<file path="src/design/sbsf_pkg.sv">
// Constants, register map and carrier types of the serial buffer flag block.
`default_nettype none
package sbsf_pkg;
  localparam int CLK_PERIOD_NS = 8;
  localparam int SCK_HALF_NS   = 64;
  localparam int SCK_HALF_CYC  =
    (SCK_HALF_NS + CLK_PERIOD_NS - 1) / CLK_PERIOD_NS;
  localparam int DIV_W         = $clog2(SCK_HALF_CYC + 1);

  localparam logic [4:0] ADR_STAT = 5'h00;
  localparam logic [4:0] ADR_CTRL = 5'h04;
  localparam logic [4:0] ADR_BUF  = 5'h08;
  localparam logic [4:0] ADR_ISTA = 5'h0C;
  localparam logic [4:0] ADR_IEN  = 5'h10;
  localparam logic [4:0] ADR_ICLR = 5'h14;

  localparam int STAT_EN   = 15;
  localparam int STAT_SIDL = 13;
  localparam int STAT_ROV  = 6;
  localparam int STAT_TBF  = 1;
  localparam int STAT_RBF  = 0;

  localparam int IRQ_RX = 0;
  localparam int IRQ_TX = 1;
  localparam int IRQ_OV = 2;
  localparam int IRQ_W  = 3;

  localparam logic [4:0] WORD_BITS = 5'h10;
  localparam logic [4:0] BYTE_BITS = 5'h08;

  typedef struct packed {
    logic [2:0] rsvd;
    logic       dis_sck;
    logic       dis_sdo;
    logic       mode16;
    logic       smp;
    logic       cke;
    logic       ssen;
    logic       ckp;
    logic       msten;
    logic [2:0] spre;
    logic [1:0] ppre;
  } sbsf_ctrl_t;

  typedef struct packed {
    logic        cyc;
    logic        stb;
    logic        we;
    logic [3:0]  sel;
    logic [4:0]  adr;
    logic [31:0] dat;
  } sbsf_wb_req_t;

  typedef enum {M_IDLE, M_RUN} sbsf_mstate_t;
endpackage
`default_nettype wire

</file>
<file path="src/design/sbsf_core.sv">
// Wishbone slave, shift engine and status flags of the serial port.
//
// The implementer's own choices: register access over Wishbone and the address map.
`default_nettype none
module sbsf_core (
  input  wire logic        clk_i,    // 125 MHz clock
  input  wire logic        rst_i,    // Synchronous reset, high
  input  wire logic        wb_cyc_i, // Bus cycle
  input  wire logic        wb_stb_i, // Bus strobe
  input  wire logic        wb_we_i,  // Write enable
  input  wire logic [3:0]  wb_sel_i, // Byte lanes
  input  wire logic [4:0]  wb_adr_i, // Byte address
  input  wire logic [31:0] wb_dat_i, // Write data
  output logic      [31:0] wb_dat_o, // Read data
  output logic             wb_ack_o, // Acknowledge
  output logic             irq_o,    // Interrupt level
  input  wire logic        sck_i,    // Shift clock pin in
  output logic             sck_o,    // Shift clock pin out
  output logic             sck_oe_o, // Shift clock drive enable
  input  wire logic        sdi_i,    // Serial data in
  output logic             sdo_o,    // Serial data out
  output logic             sdo_oe_o, // Serial data drive enable
  input  wire logic        ss_n_i    // Slave select, low
);
  localparam int DIV_W = sbsf_pkg::DIV_W;
  localparam logic [DIV_W-1:0] HALF_LAST =
    DIV_W'(sbsf_pkg::SCK_HALF_CYC - 1);

  logic sck_m, sck_s, sck_d, sdi_m, sdi_s, ssn_m, ssn_s;
  always_ff @(posedge clk_i) begin
    sck_m <= sck_i;
    sck_s <= sck_m;
    sck_d <= sck_s;
    sdi_m <= sdi_i;
    sdi_s <= sdi_m;
    ssn_m <= ss_n_i;
    ssn_s <= ssn_m;
  end

  sbsf_pkg::sbsf_wb_req_t req;
  assign req = '{wb_cyc_i, wb_stb_i, wb_we_i, wb_sel_i, wb_adr_i, wb_dat_i};

  sbsf_pkg::sbsf_ctrl_t  ctrl, next_ctrl;
  sbsf_pkg::sbsf_mstate_t mst, next_mst;
  logic                   en, next_en, sidl, next_sidl;
  logic [15:0]            txb, next_txb, sr, next_sr;
  logic [15:0]            rx_sh, next_rx_sh, rxb, next_rxb;
  logic                   tbf, next_tbf, rbf, next_rbf, rov, next_rov;
  logic                   busy, next_busy, phase, next_phase;
  logic [DIV_W-1:0]       div, next_div;
  logic [5:0]             edges, next_edges;
  logic [4:0]             samples, next_samples;
  logic [sbsf_pkg::IRQ_W-1:0] istat, next_istat, ien, next_ien;
  logic                   next_ack, next_irq;
  logic [31:0]            next_dat;
  logic                   next_sck, next_sck_oe, next_sdo, next_sdo_oe;
  logic                   hit, wr, rd_buf, wr_buf, rov_clr;
  logic                   tick, lead, trail, sample, shift, load, done;
  logic [4:0]             nbits;
  logic [15:0]            word;
  logic [sbsf_pkg::IRQ_W-1:0] ev, clr;

  function automatic logic [15:0] merge16(input logic [15:0] old,
                                          input logic [15:0] dat,
                                          input logic [1:0]  sel);
    merge16 = {sel[1] ? dat[15:8] : old[15:8],
               sel[0] ? dat[7:0]  : old[7:0]};
  endfunction

  always_comb begin
    next_ctrl    = ctrl;
    next_mst     = mst;
    next_en      = en;
    next_sidl    = sidl;
    next_txb     = txb;
    next_sr      = sr;
    next_rx_sh   = rx_sh;
    next_rxb     = rxb;
    next_tbf     = tbf;
    next_rbf     = rbf;
    next_rov     = rov;
    next_busy    = busy;
    next_phase   = phase;
    next_div     = div;
    next_edges   = edges;
    next_samples = samples;
    next_ien     = ien;
    ev           = '0;
    clr          = '0;
    load         = 1'b0;
    done         = 1'b0;
    word         = '0;
    tick         = 1'b0;
    lead         = 1'b0;
    trail        = 1'b0;
    nbits = ctrl.mode16 ? sbsf_pkg::WORD_BITS : sbsf_pkg::BYTE_BITS;

    // Writes and read side effects land on the edge that carries ack.
    hit     = req.cyc & req.stb;
    wr      = hit & req.we & wb_ack_o;
    rd_buf  = hit & ~req.we & wb_ack_o & (req.adr == sbsf_pkg::ADR_BUF);
    wr_buf  = wr & (req.adr == sbsf_pkg::ADR_BUF) & (|req.sel[1:0]);
    rov_clr = wr & (req.adr == sbsf_pkg::ADR_STAT) & req.sel[0] &
              ~req.dat[sbsf_pkg::STAT_ROV];
    next_ack = hit & ~wb_ack_o;

    if (wr && req.adr == sbsf_pkg::ADR_STAT && req.sel[1]) begin
      next_en   = req.dat[sbsf_pkg::STAT_EN];
      next_sidl = req.dat[sbsf_pkg::STAT_SIDL];
    end
    if (wr && req.adr == sbsf_pkg::ADR_CTRL) begin
      next_ctrl      = merge16(ctrl, req.dat[15:0], req.sel[1:0]);
      next_ctrl.rsvd = '0;
    end
    if (wr && req.adr == sbsf_pkg::ADR_IEN && req.sel[0])
      next_ien = req.dat[sbsf_pkg::IRQ_W-1:0];
    if (wr && req.adr == sbsf_pkg::ADR_ICLR && req.sel[0])
      clr = req.dat[sbsf_pkg::IRQ_W-1:0];
    if (wr_buf)
      next_txb = merge16(txb, req.dat[15:0], req.sel[1:0]);

    // Edge finding: the divider in master mode, the pin in slave mode.
    if (ctrl.msten) begin
      tick  = (mst == sbsf_pkg::M_RUN) && (div == HALF_LAST);
      lead  = tick & ~phase;
      trail = tick & phase;
    end else if (en && !(ctrl.ssen && ssn_s)) begin
      lead  = (sck_s ^ ctrl.ckp) & ~(sck_d ^ ctrl.ckp);
      trail = ~(sck_s ^ ctrl.ckp) & (sck_d ^ ctrl.ckp);
    end
    sample = ctrl.cke ? lead : trail;
    shift  = (ctrl.cke ? trail : lead) && (samples != '0);

    if (mst == sbsf_pkg::M_RUN) begin
      next_div = tick ? '0 : DIV_W'(div + 1'b1);
      if (tick) begin
        next_phase = ~phase;
        next_edges = edges + 6'h01;
        if (edges + 6'h01 == {nbits, 1'b0})
          next_mst = sbsf_pkg::M_IDLE;
      end
    end

    if (shift)
      next_sr = {sr[14:0], 1'b0};
    if (sample) begin
      next_rx_sh   = {rx_sh[14:0], sdi_s};
      next_samples = samples + 5'h01;
      if (samples + 5'h01 == nbits) begin
        done         = 1'b1;
        next_samples = '0;
        next_busy    = 1'b0;
        word = ctrl.mode16 ? next_rx_sh : {8'h00, next_rx_sh[7:0]};
      end
    end
    // A frame cut by deselect ends here so the next word can still load.
    if (!ctrl.msten && ctrl.ssen && ssn_s) begin
      next_samples = '0;
      if (samples != '0)
        next_busy = 1'b0;
    end

    // Hand the waiting word to the shift register.
    if (en && tbf && ctrl.msten && mst == sbsf_pkg::M_IDLE) begin
      load       = 1'b1;
      next_mst   = sbsf_pkg::M_RUN;
      next_div   = '0;
      next_edges = '0;
      next_phase = 1'b0;
    end else if (en && tbf && !ctrl.msten && !busy && samples == '0) begin
      load      = 1'b1;
      next_busy = 1'b1;
    end
    if (load) begin
      next_sr  = txb;
      next_tbf = 1'b0;
      ev[sbsf_pkg::IRQ_TX] = 1'b1;
    end
    if (wr_buf)
      next_tbf = 1'b1;

    if (rd_buf)
      next_rbf = 1'b0;
    if (rov_clr)
      next_rov = 1'b0;
    if (done) begin
      if (rbf && !rd_buf) begin
        next_rov = 1'b1;
        ev[sbsf_pkg::IRQ_OV] = 1'b1;
      end else begin
        next_rxb = word;
        next_rbf = 1'b1;
        ev[sbsf_pkg::IRQ_RX] = 1'b1;
      end
    end

    if (!en) begin
      next_mst     = sbsf_pkg::M_IDLE;
      next_samples = '0;
      next_busy    = 1'b0;
      next_phase   = 1'b0;
    end

    next_istat = (istat & ~clr) | ev;
    next_irq   = |(next_istat & next_ien);

    next_dat = '0;
    if (hit && !wb_ack_o) begin
      case (req.adr)
        sbsf_pkg::ADR_STAT: begin
          next_dat[sbsf_pkg::STAT_EN]   = en;
          next_dat[sbsf_pkg::STAT_SIDL] = sidl;
          next_dat[sbsf_pkg::STAT_ROV]  = rov;
          next_dat[sbsf_pkg::STAT_TBF]  = tbf;
          next_dat[sbsf_pkg::STAT_RBF]  = rbf;
        end
        sbsf_pkg::ADR_CTRL: next_dat[15:0] = ctrl;
        sbsf_pkg::ADR_BUF:  next_dat[15:0] = rxb;
        sbsf_pkg::ADR_ISTA: next_dat[sbsf_pkg::IRQ_W-1:0] = istat;
        sbsf_pkg::ADR_IEN:  next_dat[sbsf_pkg::IRQ_W-1:0] = ien;
        default:            next_dat = '0;
      endcase
    end

    next_sck_oe = en & ctrl.msten & ~ctrl.dis_sck;
    next_sck    = ctrl.ckp ^ next_phase;
    next_sdo    = ctrl.mode16 ? next_sr[15] : next_sr[7];
    next_sdo_oe = en & ~ctrl.dis_sdo &
                  (ctrl.msten | ~ctrl.ssen | ~ssn_s);
  end

  always_ff @(posedge clk_i) begin
    if (rst_i) begin
      ctrl     <= '0;
      mst      <= sbsf_pkg::M_IDLE;
      en       <= 1'b0;
      sidl     <= 1'b0;
      txb      <= '0;
      sr       <= '0;
      rx_sh    <= '0;
      rxb      <= '0;
      tbf      <= 1'b0;
      rbf      <= 1'b0;
      rov      <= 1'b0;
      busy     <= 1'b0;
      phase    <= 1'b0;
      div      <= '0;
      edges    <= '0;
      samples  <= '0;
      istat    <= '0;
      ien      <= '0;
      wb_ack_o <= 1'b0;
      wb_dat_o <= '0;
      irq_o    <= 1'b0;
      sck_o    <= 1'b0;
      sck_oe_o <= 1'b0;
      sdo_o    <= 1'b0;
      sdo_oe_o <= 1'b0;
    end else begin
      ctrl     <= next_ctrl;
      mst      <= next_mst;
      en       <= next_en;
      sidl     <= next_sidl;
      txb      <= next_txb;
      sr       <= next_sr;
      rx_sh    <= next_rx_sh;
      rxb      <= next_rxb;
      tbf      <= next_tbf;
      rbf      <= next_rbf;
      rov      <= next_rov;
      busy     <= next_busy;
      phase    <= next_phase;
      div      <= next_div;
      edges    <= next_edges;
      samples  <= next_samples;
      istat    <= next_istat;
      ien      <= next_ien;
      wb_ack_o <= next_ack;
      wb_dat_o <= next_dat;
      irq_o    <= next_irq;
      sck_o    <= next_sck;
      sck_oe_o <= next_sck_oe;
      sdo_o    <= next_sdo;
      sdo_oe_o <= next_sdo_oe;
    end
  end
endmodule
`default_nettype wire

</file>
<file path="config.mk">
export PLATFORM = sky130hd
export DESIGN_NAME = sbsf_core
export DESIGN_NICKNAME = d
export VERILOG_FILES = /design/src/design/sbsf_pkg.sv /design/src/design/sbsf_core.sv
export SDC_FILE = /design/constraint.sdc
export NUM_CORES = 1
export LEC_CHECK = 0
export BUFFER_PORTS_ARGS = -buffer_cell sky130_fd_sc_hd__buf_2
export CORE_MARGIN = 2
export CORE_UTILIZATION = 40
export CTS_CLUSTER_SIZE = 20
export DETAILED_ROUTE_END_ITERATION = 10
export PLACE_DENSITY = 0.64
export SYNTH_ARGS = -nofsm -noshare
export SYNTH_HDL_FRONTEND = slang
export SYNTH_SLANG_ARGS = --single-unit
</file>
<file path="constraint.sdc">
create_clock -name clk_i -period 6.1 [get_ports clk_i]
set_input_delay 0.61 -clock clk_i [delete_from_list [all_inputs] [get_ports clk_i]]
set_output_delay 0.61 -clock clk_i [all_outputs]
set_load 0.02 [all_outputs]
</file>
; Yosys cells after proc, flatten, opt, wreduce, memory -nomap -nowiden
; Index checks and enable logic that the tools add are counted.
[word_totals]
register_bits = 150
out_inout_bits = 38
wordCells = 202
[classes]
add_sub_neg = 3
n_eq_ne = 8
mux = 57
n_bitwise = 42
n_reduce_logical = 48
[op_table]
columns = operator, n
row1 = two-way mux 16 bit, 5
row2 = two-way mux 1 bit, 40
row3 = zero test 32 bit, 1
row4 = logical AND 1 bit, 21
row5 = bitwise AND 1 bit, 20
row6 = inverter 1 bit, 13
row7 = one-hot mux 6 bit (2 select lines), 1
row8 = AND reduction 2 bit, 6
row9 = "== test 5 x 4 -> 1 bit, second input constant", 2
row10 = "== test 5 bit, second input constant", 2
row11 = zero test 5 bit, 2
row12 = two-way mux 5 bit, 2
row13 = one-hot mux 2 bit (5 select lines), 1
row14 = nonzero test 2 bit, 5
row15 = OR reduction 2 bit, 4
row16 = "adder 6 x 1 -> 6 bit, second input constant", 1
row17 = bitwise AND 3 bit, 2
row18 = == test 6 bit, 1
row19 = two-way mux 3 bit, 2
row20 = one-hot mux 3 bit (2 select lines), 1
row21 = OR reduction 3 bit, 2
row22 = "adder 5 x 1 -> 5 bit, second input constant", 1
row23 = "== test 5 x 3 -> 1 bit, second input constant", 1
row24 = == test 5 bit, 1
row25 = 13 further kinds, 21

; Longest topological paths before layout
[logic_depth]
depth_word = 11
mapped_depth = 9
mapped_depth_nobuf = 8

; Worst setup path before layout
; No wires, ideal clock.
[synth_path]
path_type = input to register
startpoint = input port wb_adr_i[1]
endpoint = register ctrl[0] (netlist bit)
arrival_ns = 1.920
t_required_ns = 5.972
path_slack_ns = 4.053
stages = 5
path_buffers = 0
cell_sequence = or3_1 -> nor2_2 -> nand3_1 -> mux2i_1 -> nor2_1
[synth_via]
elab_chain_cells = 3
[synth_lines]
columns = item, line
row1 = start: declaration, sbsf_core.sv:12  ; input wire logic [4:0] wb_adr_i,
row2 = == test 5 x 3 -> 1 bit, --
row3 = logical AND 1 bit, sbsf_core.sv:111  ; if (wr && req.adr == sbsf_pkg::ADR_CTRL) begin
row4 = AND reduction 2 bit (no line), --
row5 = end signal: assignment, sbsf_core.sv:260  ; ctrl <= next_ctrl;
row6 = end: declaration, sbsf_core.sv:43  ; sbsf_pkg::sbsf_ctrl_t ctrl, next_ctrl;
; No other way between the ends.
; A chain may end at the register's enable or synchronous reset.

; Final worst setup path
[layout_path]
startpoint = register ctrl[5] (netlist bit)
endpoint = register samples[0]
[layout_via]
elab_chain_cells = 4
[layout_lines]
columns = item, line
row1 = zero test 1 bit, sbsf_core.sv:157  ; if (!ctrl.msten && ctrl.ssen && ssn_s) begin
row2 = logical AND 1 bit (2 in series), sbsf_core.sv:157
row3 = OR reduction 3 bit (no line), --
row4 = end signal: assignment, sbsf_core.sv:275  ; samples <= next_samples;
row5 = end: declaration, sbsf_core.sv:52  ; logic [4:0] samples, next_samples;
; Several ways; a longest one is shown, not always the timed one.

==> results.tsv <==
metric	value	unit
setup TNS	0	ps
fin. max-slew vios	0	
Mapped Avg Cell Area	9.00	sq um
Mapped Cells	631	
Leak	2.75	nW
synthesized cell area	5680	sq um
Worst Reg-to-Reg Cells	6	
type of origin of the critical path	register	
Total GRT Usage	18.1	%
dpl ws	2960	ps
worst flop-to-flop path startpoint	ctrl[5]	
hold crit path type	in2reg	
# rows	43	
most frequent cells in the layout	134 x dfxtp_1, 74 x nor2_1, 59 x a21oi_1	
Nets	720	
worst-margin pin slew	1040	ps
synth unique cells	62	
Max Root-Sink Buffers	2	
ranking of synthesized cells by area	dfxtp_1 47%, mux2i_1 7.2%, a21oi_1 5.2%	
most common cell after layout, fill and taps aside	dfxtp_1	
Die Y	123	um
highest metal used	met4	
Final WS setup	2930	ps
Comb pwr share	2.4	%
RSZ-0062 raised after global routing	false	
Post-CTS Setup Repair Bufs	0	
Post-Synth Adder-Cell Area	1.10	%
final setup vio count	0	
Power Density	302	nW/um^2
cts bufs inserted	17	
ant diodes	0	
IO Port Bufs	52	
Sw Pwr	0.415	mW
Fin Clk Skew	7.78	ps
Int Power	1.56	mW
Final Hold Fails	0	
Die Wd	123	um
initial antenna violation count	0	
sequential area share after synthesis	47.3	%
cell depth of the worst hold path	1	
H-tree depth	4	
Worst Path Required	6450	ps
first-pass GRT wire length	21.2	mm
critical path peak fanout	21	
largest family of logic cells by synthesized area	simple AND/OR/NAND/NOR gates	
critical path arrival	3520	ps
drt first pass iters	5	
Starting Density	40.9	%
DR vias/cell	5.29	
switching portion of total power	21.0	%
simple-gate share of the synthesized area	20.1	%
area of the multi-input gates	2700	sq um
number of synthesized flops with an enable pin	0	
fin crit period	3170	ps
total gr overflow	0	
post-synth top area cell	dfxtp_1	
met2 WL	6.34	mm
metal3 WL	668	um
clock sink total	134	
CTS resizes	0	
DPL Wire Length	8.94	mm
Ys Warns	0	
post-DR wirelength/cell	15.3	um
mux contribution to synthesized area	7.23	%
outcome	finished clean	
GP Congestion	0.855	
post-route antenna net violation count	0	
post-synth top area share	47.3	%
Max Fclk	315	MHz
CP max stage cell	o211ai_1	
CP Launch Point	ctrl[5]	
maximum VDD drop	0.180	mV
maxcap violations	0	
share of cells above drive strength 1	15.3	%
ys flop type	dfxtp_1	
pin count of the biggest net entering global routing	72	
#FFs+latches synth	134	
fill cell count	1331	
die area	15200	sq um
power share of the clock group	53.1	%
residual DRC count	0	
Critical Path Max Stage Delay	860	ps
Area Growth Syn to Fin	15.4	%
Final Cycle Share	52.0	%
Via Count	4542	
Post-Synth XOR/XNOR Area	2.31	%
CTS tree	built	
met1 wire length	5.81	mm
Core Region	13900	sq um
post-synthesis compound-gate area fraction	15.6	%
Seq. cell area	2680	sq um
Slew headroom	30.3	%
Critical Path End Type	register	
Post-CTS Hold Buffers	0	
CP Class	reg2reg	
worst skew pair latency	420	ps
Worst-path clk slew	60	ps
worst min-delay path startpoint	sdi_i	
drt initial violations	339	
Routed WL	13.2	mm
cells along the critical path	and4b_1, nand2_1, o211ai_1, nand2_2, or3_1, a21oi_1	
async set or reset register ratio after synthesis	0	%
CTS Root Buffer Type	clkbuf_16	
share of power burned in registers	44.4	%
Ports	87	
vias in the first global route	4325	
Yosys cell counts (8+ instances only):
library cell / count
xor2_1: 10
nand2b_1: 8
nor3_1: 11
nand3_1: 45
nand4_1: 11
inv_1: 9
a211oi_1: 13
buf_4: 17
nor2_1: 74
clkbuf_1: 25
dfxtp_1: 134
mux2i_1: 41
nand2_1: 49
o21ai_0: 20
a21oi_1: 59
a22oi_1: 17
layout make-up:
type / count / area share (%)
clock buffer: 21 / 7.18
clock inverter: 11 / 2.25
inverter: 9 / 0.516
multi-input combinational: 448 / 41.2
sequential: 134 / 40.9
tap: 180 / 3.44
timing repair buffer: 56 / 4.43
final timing paths:
check,to,slack (ps)
setup / recovery,samples[0],2930
hold / removal,sdi_m,290
setup reg to reg,samples[0],2930
hold reg to reg,sck_s,330
metrics by stage:
step	power [mW]	cells	utilization [%]	hold WS, ps	instance area, sq um
5_1_grt	2.03	859	47.2	284	6550
4_1_cts	1.99	859	47.2	278	6550
2_1_floorplan	0.935	646	-	310	5730
3_5_place_dp	0.946	827	42.7	314	5930
3_3_place_gp	0.945	827	42.7	315	5930
6_report	1.98	859	47.2	287	6550
metal layers:
metal	up-vias	GRT usage [%]
met2	119	29.3
li1	2271	-
met1	2126	22.2
met5	-	0
met3	26	4.89
met4	0	8.59
critical path, delay by kind of cell (launching register included):
family / cells / cell delay [ps]
AO/OA/AOI/OAI: 2 / 1010
AND/OR/NAND/NOR: 4 / 1490
flip-flops: 1 / 580
kinds of logic after synthesis:
| logic type | count (synthesis) |
|---|---|
| AND/OR/NAND/NOR | 235 |
| AO/OA/AOI/OAI | 136 |
| flip-flops | 134 |
| buffers and inverters | 64 |
| multiplexers | 41 |
| XOR/XNOR | 15 |
| adder cells (fa/ha/maj) | 5 |
| other | 1 |
power by group through the flow:
stage	Sequential (mW)	Combinational [mW]	Clock, mW
CTS	0.880	0.0479	1.07
finish	0.880	0.0483	1.05
detailed placement	0.899	0.0476	0
floorplan	0.899	0.0361	0
global route	0.879	0.0522	1.10
global placement	0.899	0.0468	0
flip-flops by register name, indices dropped and copies added (netlist names), 3 cells and up:
signal and count:
ien 3, edges 6, txb 16, div 4, rx_sh 15, samples 5, wb_dat_o 16, ctrl 13
rxb 16, sr 16, istat 3
No activity file was read; power rests on OpenSTA's default activity.
